**src/tmr_defines.svh**
```systemverilog
// Constants of the 8-bit event-count and pulse-output timer.
// Assumes the including file uses them as widths, indices and fields.
//
// Overview of operation
// Counter increments once per timer-pin event
// Event source is raw or synchronized pin
// Raw source counts on pin falling edge
// Synchronized source uses falling system-clock synchronizer
// Synchronized counting keeps counter reads correct
// Raw counting reads may catch wrong value
// Software clears counter first; zero compare synchronized
// Only raw pin counting wakes from stop
// Stop timer before rewriting compare in raw mode
// Match sets flag, clears counter, counting resumes
// Compare write initializes counter to zero; code does so only while stopped
// Mode bits 2-0 select count clock source
// Mode bit 3 stops or runs counter
// Mode bits 4,5 zero select normal operation
// Prescaler select: divider bits 2-1, base bit 0
// Interrupt control: level bits 7-6, enable bit 1
// Software makes timer pin an input for events
// Pulse mode: pin output inverts on each match
// Pulse period is twice the compare interval
// Compare write while stopped drives output low
// Software enables pin special function and output
// Compare write while running keeps counter value
// Never change enable and source together
// Eight-bit counter and compare, counter wraps
`ifndef TMR_DEFINES_SVH
`define TMR_DEFINES_SVH

// ****************************************************************
// Register word indices (byte address is four times the index)
// ****************************************************************
`define TMR_IDX_COMPARE 14'h3F52
`define TMR_IDX_COUNT   14'h3F53
`define TMR_IDX_MODE    14'h3F54
`define TMR_IDX_STATUS  14'h3F55
`define TMR_IDX_PSEL    14'h3F56
`define TMR_IDX_PINCTL  14'h3F57
`define TMR_IDX_ICR     14'h3FE7

// ****************************************************************
// Field positions and codes
// ****************************************************************
`define TMR_MODE_SRC_HI  2
`define TMR_MODE_SRC_LO  0
`define TMR_MODE_EN      3
`define TMR_MODE_PWM     4
`define TMR_MODE_CASC    5
`define TMR_SRC_PIN_RAW  3'h6
`define TMR_SRC_PIN_SYNC 3'h7
`define TMR_SRC_PRESC    2'h1
`define TMR_PSEL_DIV_HI  2
`define TMR_PSEL_DIV_LO  1
`define TMR_PSEL_BASE    0
`define TMR_ICR_LV_HI    7
`define TMR_ICR_LV_LO    6
`define TMR_ICR_IE       1
`define TMR_STAT_FLAG    0
`define TMR_STAT_PIN     1
`define TMR_PIN_DIR      0
`define TMR_PIN_SF       1

// ****************************************************************
// Reset values and counts
// ****************************************************************
`define TMR_RST8   8'h00
`define TMR_RST32  32'h0000_0000
`define TMR_ONE8   8'h01

`endif

```
**src/tmr_pkg.sv**
```systemverilog
// Types shared by the timer modules.
// Assumes tmr_defines.svh supplies all numbers.
package tmr_pkg;

  // Count clock source after decoding the mode field
  typedef enum logic [1:0] {
    SRC_NONE,
    SRC_PRESC,
    SRC_PIN_RAW,
    SRC_PIN_SYNC
  } tmr_src_e;

  // Synchroniser stages
  typedef struct packed {
    logic meta;
    logic sync;
  } tmr_sync_s;

  // Whole register state of the timer
  typedef struct packed {
    logic [7:0]  cmp;
    logic [7:0]  mode;
    logic [7:0]  psel;
    logic [7:0]  icr;
    logic [7:0]  pinctl;
    logic [7:0]  cnt;
    logic        flag;
    logic        pin;
    logic        ack;
    logic        match;
    logic [31:0] rdata;
  } tmr_state_s;

endpackage

```
**src/tmr_event_timer.sv**
```systemverilog
// 8-bit timer with event counting and pulse output, Avalon-MM slave.
// Assumes a 250 MHz clk_in, an external prescaler giving one-cycle
// ticks, and the port logic combining the pin enable with the pad.
//
// The implementer's own choice: the Avalon-MM slave port.
`timescale 1ns/1ns
`include "tmr_defines.svh"
module tmr_event_timer (
  input  wire logic        clk_in,
  input  wire logic        rst_b_in,
  // Avalon-MM slave, byte address, 32-bit data
  input  wire logic [15:0] avs_address_in,
  input  wire logic        avs_read_in,
  input  wire logic        avs_write_in,
  input  wire logic [31:0] avs_writedata_in,
  input  wire logic [3:0]  avs_byteenable_in,
  output logic      [31:0] avs_readdata_out,
  output logic             avs_waitrequest_out,
  // Timer pin, split into its three signals
  input  wire logic        timer_io_pin_in,
  output logic             timer_io_pin_out,
  output logic             timer_io_pin_oe_out,
  // Prescaler interface
  input  wire logic        prescale_tick_in,
  output logic      [1:0]  prescaler_div_out,
  output logic             prescaler_base_out,
  // Interrupt controller interface
  output logic             irq_flag_out,
  output logic             int_enable_out,
  output logic      [1:0]  int_level_out,
  output logic             match_pulse_out,
  output logic             wake_req_out
);

  // ****************************************************************
  // Pin input paths
  // ****************************************************************
  logic raw_level;
  logic raw_fall;
  logic sync_level;
  logic sync_fall;

  // Raw path: plain two-flop capture, rising clock edge
  tmr_pin_sync #(
    .FALL (1'b0)
  ) u_raw_sync (
    .clk_in    (clk_in),
    .rst_b_in  (rst_b_in),
    .pin_in    (timer_io_pin_in),
    .level_out (raw_level)
  );

  // Synchronised path: stages on the falling system clock edge
  tmr_pin_sync #(
    .FALL (1'b1)
  ) u_fall_sync (
    .clk_in    (clk_in),
    .rst_b_in  (rst_b_in),
    .pin_in    (timer_io_pin_in),
    .level_out (sync_level)
  );

  // Falling edge of the pin on the raw path
  tmr_fall_det u_raw_edge (
    .clk_in   (clk_in),
    .rst_b_in (rst_b_in),
    .level_in (raw_level),
    .fall_out (raw_fall)
  );

  // Falling edge of the synchroniser output
  tmr_fall_det u_sync_edge (
    .clk_in   (clk_in),
    .rst_b_in (rst_b_in),
    .level_in (sync_level),
    .fall_out (sync_fall)
  );

  // ****************************************************************
  // State
  // ****************************************************************
  tmr_pkg::tmr_state_s s_q;
  tmr_pkg::tmr_state_s s_d;

  tmr_pkg::tmr_src_e   src;
  logic [2:0]          src_code;
  logic                run;
  logic                tick;
  logic                req;
  logic                wr_go;
  logic                hit;
  logic                set_flag;
  logic [13:0]         idx;
  logic [7:0]          wbyte;

  // ****************************************************************
  // Source decode and count enable
  // ****************************************************************

  // Mode field picks the count clock
  always_comb begin
    src_code = s_q.mode[`TMR_MODE_SRC_HI:`TMR_MODE_SRC_LO];
    if (src_code == `TMR_SRC_PIN_RAW) begin
      src = tmr_pkg::SRC_PIN_RAW;
    end else if (src_code == `TMR_SRC_PIN_SYNC) begin
      src = tmr_pkg::SRC_PIN_SYNC;
    end else if (src_code[1:0] == `TMR_SRC_PRESC) begin
      src = tmr_pkg::SRC_PRESC;
    end else begin
      src = tmr_pkg::SRC_NONE;
    end
  end

  // One count-clock event per pin falling edge or prescaler tick
  always_comb begin
    case (src)
      tmr_pkg::SRC_PRESC: begin
        tick = prescale_tick_in;
      end
      tmr_pkg::SRC_PIN_RAW: begin
        tick = raw_fall;
      end
      tmr_pkg::SRC_PIN_SYNC: begin
        tick = sync_fall;
      end
      default: begin
        tick = 1'b0;
      end
    endcase
  end

  // Count only when enabled and in normal mode
  assign run = s_q.mode[`TMR_MODE_EN] &
               ~s_q.mode[`TMR_MODE_PWM] &
               ~s_q.mode[`TMR_MODE_CASC];

  // ****************************************************************
  // Bus decode
  // ****************************************************************

  // Every access waits exactly one cycle; simple and uniform timing
  assign req   = avs_read_in | avs_write_in;
  assign idx   = avs_address_in[15:2];
  assign wbyte = avs_writedata_in[7:0];
  assign wr_go = avs_write_in & s_q.ack & avs_byteenable_in[0];

  // ****************************************************************
  // Next state
  // ****************************************************************
  always_comb begin
    s_d       = s_q;
    s_d.match = 1'b0;
    set_flag  = 1'b0;
    hit       = 1'b0;

    // Handshake: raise ack for one cycle after a fresh request
    s_d.ack = req & ~s_q.ack;

    // Counter advance, match and wrap
    if (run && tick) begin
      if (s_q.cnt == s_q.cmp) begin
        s_d.cnt   = `TMR_RST8;
        set_flag  = 1'b1;
        s_d.match = 1'b1;
        s_d.pin   = ~s_q.pin;
      end else begin
        s_d.cnt = s_q.cnt + `TMR_ONE8;  // wraps past 8'hFF
      end
    end

    // Register writes take effect at the edge ending the ack cycle
    if (wr_go) begin
      case (idx)
        `TMR_IDX_COMPARE: begin
          s_d.cmp = wbyte;
          // Running timer keeps its count
          if (!s_q.mode[`TMR_MODE_EN]) begin
            s_d.cnt = `TMR_RST8;
            s_d.pin = 1'b0;
          end
        end
        `TMR_IDX_MODE: begin
          s_d.mode = wbyte;
        end
        `TMR_IDX_PSEL: begin
          s_d.psel = wbyte;
        end
        `TMR_IDX_ICR: begin
          s_d.icr = wbyte;
        end
        `TMR_IDX_PINCTL: begin
          s_d.pinctl = wbyte;
        end
        `TMR_IDX_STATUS: begin
          // Write one clears the request flag
          if (wbyte[`TMR_STAT_FLAG]) begin
            s_d.flag = 1'b0;
          end
        end
        default: begin
          hit = 1'b0;  // unmapped: write ignored
        end
      endcase
    end

    // A match in the clearing cycle still sets the flag
    if (set_flag) begin
      s_d.flag = 1'b1;
    end

    // Read data captured on the first cycle, shown at the ack edge
    if (avs_read_in && !s_q.ack) begin
      hit = 1'b1;
      case (idx)
        `TMR_IDX_COMPARE: begin
          s_d.rdata = {24'h000000, s_q.cmp};
        end
        `TMR_IDX_COUNT: begin
          // Raw-pin counting may be caught mid-step by software
          s_d.rdata = {24'h000000, s_q.cnt};
        end
        `TMR_IDX_MODE: begin
          s_d.rdata = {24'h000000, s_q.mode};
        end
        `TMR_IDX_STATUS: begin
          s_d.rdata = `TMR_RST32;
          s_d.rdata[`TMR_STAT_FLAG] = s_q.flag;
          s_d.rdata[`TMR_STAT_PIN]  = s_q.pin;
        end
        `TMR_IDX_PSEL: begin
          s_d.rdata = {24'h000000, s_q.psel};
        end
        `TMR_IDX_PINCTL: begin
          s_d.rdata = {24'h000000, s_q.pinctl};
        end
        `TMR_IDX_ICR: begin
          s_d.rdata = {24'h000000, s_q.icr};
        end
        default: begin
          s_d.rdata = `TMR_RST32;  // unmapped reads as zero
        end
      endcase
    end
  end

  // ****************************************************************
  // State register
  // ****************************************************************

  // Everything clears to zero: stopped, no source, pin low
  always_ff @(posedge clk_in or negedge rst_b_in) begin
    if (!rst_b_in) begin
      s_q <= '0;
    end else begin
      s_q <= s_d;
    end
  end

  // ****************************************************************
  // Outputs
  // ****************************************************************

  // Waitrequest drops in the second cycle of each request
  assign avs_waitrequest_out = req & ~s_q.ack;
  assign avs_readdata_out    = s_q.rdata;

  // Pin drives only when set to output and special function
  assign timer_io_pin_out    = s_q.pin;
  assign timer_io_pin_oe_out = s_q.pinctl[`TMR_PIN_DIR] &
                               s_q.pinctl[`TMR_PIN_SF];

  // Prescaler choice goes to the shared prescaler
  assign prescaler_div_out  =
    s_q.psel[`TMR_PSEL_DIV_HI:`TMR_PSEL_DIV_LO];
  assign prescaler_base_out = s_q.psel[`TMR_PSEL_BASE];

  // Interrupt request and its control fields
  assign irq_flag_out    = s_q.flag;
  assign int_enable_out  = s_q.icr[`TMR_ICR_IE];
  assign int_level_out   = s_q.icr[`TMR_ICR_LV_HI:`TMR_ICR_LV_LO];
  assign match_pulse_out = s_q.match;

  // Only raw pin matches may wake the chip from stop
  assign wake_req_out = s_q.match &
                        (s_q.mode[`TMR_MODE_SRC_HI:`TMR_MODE_SRC_LO]
                         == `TMR_SRC_PIN_RAW);

endmodule

```
**src/tmr_fall_det.sv**
```systemverilog
// Falling-edge detector on a synchronised level.
// Assumes the level is already in the clk_in domain.
`timescale 1ns/1ns
module tmr_fall_det (
  input  wire logic clk_in,
  input  wire logic rst_b_in,
  input  wire logic level_in,
  output logic      fall_out
);

  logic prev_q;
  logic prev_d;

  // Remember last level; pin idles high so reset to one
  always_comb begin
    prev_d = level_in;
  end

  always_ff @(posedge clk_in or negedge rst_b_in) begin
    if (!rst_b_in) begin
      prev_q <= 1'b1;
    end else begin
      prev_q <= prev_d;
    end
  end

  // One-cycle pulse on a high-to-low step
  assign fall_out = prev_q & ~level_in;

endmodule

```
**src/tmr_pin_sync.sv**
```systemverilog
// Two-stage synchroniser for the timer pin.
// Assumes an asynchronous pin; FALL selects the clock edge used.
`timescale 1ns/1ns
module tmr_pin_sync #(
  parameter bit FALL = 1'b0
) (
  input  wire logic clk_in,
  input  wire logic rst_b_in,
  input  wire logic pin_in,
  output logic      level_out
);

  tmr_pkg::tmr_sync_s s_q;
  tmr_pkg::tmr_sync_s s_d;

  // Shift the pin through; only the second stage is read
  always_comb begin
    s_d.meta = pin_in;
    s_d.sync = s_q.meta;
  end

  // ****************************************************************
  // Stage registers on the chosen edge
  // ****************************************************************
  generate
    if (FALL) begin : g_fall
      always_ff @(negedge clk_in or negedge rst_b_in) begin
        if (!rst_b_in) begin
          s_q <= '1;
        end else begin
          s_q <= s_d;
        end
      end
    end else begin : g_rise
      always_ff @(posedge clk_in or negedge rst_b_in) begin
        if (!rst_b_in) begin
          s_q <= '1;
        end else begin
          s_q <= s_d;
        end
      end
    end
  endgenerate

  assign level_out = s_q.sync;

endmodule

```
**config.mk**
```make
export PLATFORM = sky130hd
export DESIGN_NAME = tmr_event_timer
export DESIGN_NICKNAME = d
export VERILOG_FILES = /design/src/tmr_pkg.sv /design/src/tmr_event_timer.sv /design/src/tmr_fall_det.sv /design/src/tmr_pin_sync.sv
export VERILOG_INCLUDE_DIRS = /design/src /design/src/src
export SDC_FILE = /design/constraint.sdc
export NUM_CORES = 1
export LEC_CHECK = 0
export BUFFER_PORTS_ARGS = -buffer_cell sky130_fd_sc_hd__clkbuf_2
export CAP_MARGIN = 0
export CORE_MARGIN = 2
export CORE_UTILIZATION = 52
export DETAILED_ROUTE_END_ITERATION = 6
export PLACE_DENSITY = 0.8
export SYNTH_ARGS = -nofsm -noshare
export SYNTH_HDL_FRONTEND = slang
export SYNTH_SLANG_ARGS = --single-unit
```
**constraint.sdc**
```tcl
create_clock -name clk_in -period 2.7 [get_ports clk_in]
set_clock_uncertainty 0.2 [all_clocks]
set_input_delay 0.27 -clock clk_in [delete_from_list [all_inputs] [get_ports clk_in]]
set_output_delay 0.27 -clock clk_in [all_outputs]
set_load 0.05 [all_outputs]
```
* Word-level counts from Yosys, hierarchy flattened
Cells that the tools add are included.
W data, S select, Z words.
** Storage, ports and cells
- Input port bits :: 58
- Output and inout bits :: 44
- Register bits :: 90
** Operators by class
- Multiplexer cells :: 19
- Reductions and logical operators :: 12
- Bitwise logic cells :: 16
- $add $sub $neg :: 1
- Eq/ne operators :: 14
** Operators with widths (number)
- $eq A14 B14 Y1 const B :: 7
- $pmux W8 S7 :: 1
- $mux W8 :: 4
- $mux W1 :: 10
- $mux W10 :: 1
- $reduce_and A2 Y1 :: 5
- $and A1 B1 Y1 :: 9
- $add A8 B1 Y8 const B :: 1
- $eq A8 B8 Y1 :: 1
- $eq A3 B3 Y1 const B :: 2
- $not A1 Y1 :: 6
- $reduce_bool A2 Y1 :: 3
- $eq A2 B1 Y1 const B :: 2
- $eq A2 B2 Y1 const B :: 2
- $mux W2 :: 2
- $pmux W1 S3 :: 1
- $reduce_and A3 Y1 :: 1
- $logic_and A1 B1 Y1 :: 2
- $logic_not A1 Y1 :: 1
- $or A1 B1 Y1 :: 1

* Depth between registers and ports, before layout
- Depth after elaboration :: 12
- Gate-level depth with buffers :: 8
- Mapped depth without buffers :: 5

* By module
From an unflattened synthesis, not the netlist that was laid out.
** Unflattened totals
- Cells, all modules :: 325
- Area total of the unflattened synthesis :: 3777.4 um2
** Modules (own cells, without submodules)
- tmr_event_timer :: cells each 316, sequential area each 1501.4 um2, area an instance 3588.4 um2, times used 1
- tmr_fall_det :: cells each 2, sequential area each 26.3 um2, area an instance 40.0 um2, times used 2
- tmr_pin_sync at u_fall_sync :: cells each 3, sequential area each 52.6 um2, area an instance 56.3 um2, times used 1
- tmr_pin_sync at u_raw_sync :: cells each 2, sequential area each 52.6 um2, area an instance 52.6 um2, times used 1

==> results.json <==
{
  "reg2reg_to": "s_q[41]$_DFF_PN0_",
  "drc_errors": 0,
  "cts.reportedPaths.clkPinSlew_ps": 70,
  "slew-limit-headroom_pct": 19.64,
  "area_delta_synth_final_pct": 15.14,
  "p_per_area_mw_per_mm2": 507.1,
  "grt_antenna_before_repair": 0,
  "netlist_area_sq_mm": 0.003595,
  "r2r_start": "u_fall_sync.level_out$_DFF_NN1_",
  "grt_pass1_wl_um": 13480,
  "vias": 2654,
  "start_util_pct": 53.20,
  "cts.sinks": 66,
  "grt.total_usage_pct": 23.93,
  "cts_buffers": 9,
  "hold_depth": 2,
  "grt-ovfl-total": 0,
  "wl_per_cell_um": 18.45,
  "path_class": "reg2reg",
  "hold_end": "s_q[66]$_DFFE_PN0P_",
  "min_from": "avs_writedata_in[6]",
  "nets": 431,
  "p_switching_uw": 548.4,
  "path_max_fanout": 6,
  "port_buffers": 48,
  "synthTopCellsByArea": "dfrtp_1 42%, mux2_2 10%, buf_4 7.5%",
  "worst_slack_ps": -319.5,
  "cp_data_required_time_ps": 2720,
  "ir_drop_mv": 0.4565,
  "slew_violations": 0,
  "dieArea_sq_mm": 0.007594,
  "io_pins": 102,
  "async_reset_ff_share_pct": 100.0,
  "firstDrtPassIters": 4,
  "drt_iter0_drc": 189,
  "clock_path_buffers": 2,
  "worst-slew-pin-transition_ps": 1193,
  "netlist_instances": 322,
  "root_buffer": "clkbuf_8",
  "setup_viol": 11,
  "worstSetupEndpointType": "register",
  "hold_class": "in2reg",
  "r2r_slack_ps": -320,
  "final_cell_mix": "60 x dfrtp_1, 48 x clkbuf_2, 33 x mux2_2, 24 x conb_1, 21 x nor2_1",
  "ys.warnings.count": 0,
  "synthFlopType": "dfrtp_1",
  "routed_wl_um": 8432,
  "grt_max_degree": 64,
  "core-area_sq_mm": 0.006756,
  "yosysTopAreaCellShare_pct": 41.77,
  "seq_power_share_pct": 48.2,
  "ant_nets": 0,
  "clock_latency_ps": 370,
  "layout_commonest_cell": "dfrtp_1",
  "htreeDepth": 3,
  "reg2reg_depth": 5,
  "routed_via_density": 5.807,
  "rows": 30,
  "cp_data_arrival_time_ps": 3040,
  "drive_gt1_share_pct": 37.14,
  "antenna_cells": 0,
  "pwr-share-clk_pct": 41.2,
  "hold_violations": 0,
  "start_kind": "register",
  "syn_avg_cell_area_sq_um": 11.16,
  "cts_tree": "built",
  "swShare_pct": 26.13,
  "power_leakage_uw": 0.001942,
  "violations": "negative setup slack",
  "grt_pass1_vias": 2653,
  "p_int_uw": 1551,
  "fin_util_pct": 61.26,
  "ys_seq_area_share_pct": 46.15,
  "dp_hpwl_um": 6129,
  "synth-edff-count": 0,
  "rsz0062_at_grt": "yes",
  "gp_congestion": 0.8610,
  "synth.distinct_cells": 51,
  "status": "complete, but fails checks",
  "cap_violations": 0,
  "p_comb_share_pct": 10.6,
  "die_h_um": 87.15,
  "place_ws_ps": -287.5,
  "fp.dieW_um": 87.15,
  "yosys.area.top_type": "dfrtp_1",
  "ys_seq_elements": 66
}
## worst max path at each step
stage | endpoint | start | cells past startpoint | slack [ps]
CTS | timer_io_pin_out$_DFF_PN0_ | u_fall_sync.level_out$_DFF_NN1_ | 5 | -290
detailed placement | s_q[39]$_DFF_PN0_ | u_fall_sync.level_out$_DFF_NN1_ | 5 | -290
finish | s_q[41]$_DFF_PN0_ | u_fall_sync.level_out$_DFF_NN1_ | 5 | -320
floorplan | s_q[42]$_DFF_PN0_ | u_fall_sync.level_out$_DFF_NN1_ | 5 | -180
global placement | s_q[40]$_DFF_PN0_ | u_fall_sync.level_out$_DFF_NN1_ | 5 | -240
global route | s_q[43]$_DFF_PN0_ | u_fall_sync.level_out$_DFF_NN1_ | 5 | -390
## flip-flops by register name, summed over array words and instances (netlist names), 2 cells and up
name and count:
s_q 43, avs_readdata_out 8, int_level_out 2, prescaler_div_out 2
## cells in the mapped netlist (5+ instances only)
| cell | n |
|---|---|
| dfrtp_1 | 60 |
| buf_4 | 36 |
| mux2_2 | 33 |
| nor2_1 | 21 |
| nand2_1 | 16 |
| a22oi_1 | 8 |
| clkbuf_1 | 8 |
| mux2_4 | 8 |
| o21ai_0 | 8 |
| o22ai_1 | 8 |
| xor2_1 | 8 |
| nand2b_1 | 7 |
| nor2b_1 | 7 |
| xnor2_1 | 7 |
| dfstp_2 | 6 |
| mux2i_1 | 6 |
| nor3_1 | 6 |
| a21oi_1 | 5 |
| nand3_1 | 5 |
## worst max-delay path: stages, from the launching register on
cell	delay, ps
dfstp_2	360
nand2b_4	150
a21o_4	250
a2111oi_4	360
xnor2_1	150
nor2_1	60
## through the flow
stage	area (sq um)	cells	setup TNS, ps	hold WS, ps	power [uW]
finish	4139	457	-2882	22.25	2099
CTS	4110	456	-2666	8.956	2111
floorplan	3765	345	-1256	-225.6	1220
global placement	3861	436	-2412	97.22	1251
global route	4139	457	-3604	28.35	2179
detailed placement	3861	436	-2650	105.7	1256
## per-layer routing
layer | global-route usage, % | routed length [um] | vias up
li1 | - | - | 1199
met1 | 31.15 | 3615 | 1317
met2 | 38.24 | 4031 | 124
met3 | 5.498 | 575 | 14
met4 | 10.77 | 210 | 0
met5 | 0 | 0 | -
## logic make-up after synthesis
kind of cell / Yosys count / share of synthesized area (%)
AOI/OAI and AO/OA: 50 / 9.851
xor gates and xnor gates: 15 / 3.655
adders and majority gates: 1 / 0.3480
buffers and inverters: 53 / 9.815
DFF: 66 / 46.15
muxes: 47 / 15.35
other: 1 / 0.1043
and+or+nand+nor: 89 / 14.72
## what timing repair did
| action | CTS | global route |
|---|---|---|
| hold endpoints to repair | 2 | 0 |
| setup endpoints to repair | 11 | 11 |
| hold buffers | 2 | 0 |
| pin swaps | 0 | 6 |
| gates resized for setup | 2 | 6 |
| setup buffers | 1 | 2 |
## layout make-up
| cell class | count | area, sq um |
|---|---|---|
| Clock inverter | 5 | 60.06 |
| Timing Repair Buffer | 65 | 384.1 |
| Clock buffer | 13 | 148.9 |
| Fill cell | 544 | 2618 |
| Sequential cell | 66 | 1659 |
| Multi-Input combinational cell | 226 | 1779 |
| Inverter | 2 | 7.507 |
| Tap cell | 80 | 100.1 |
## power by group through the flow
| stage | clock network (uW) | logic, uW | registers [uW] |
|---|---|---|---|
| floorplan | 6.96 | 185 | 1030 |
| global placement | 6.96 | 216 | 1030 |
| detailed placement | 6.96 | 220 | 1030 |
| CTS | 877 | 223 | 1010 |
| global route | 927 | 240 | 1010 |
| finish | 865 | 223 | 1010 |
Power figures use the tool's default switching activity.
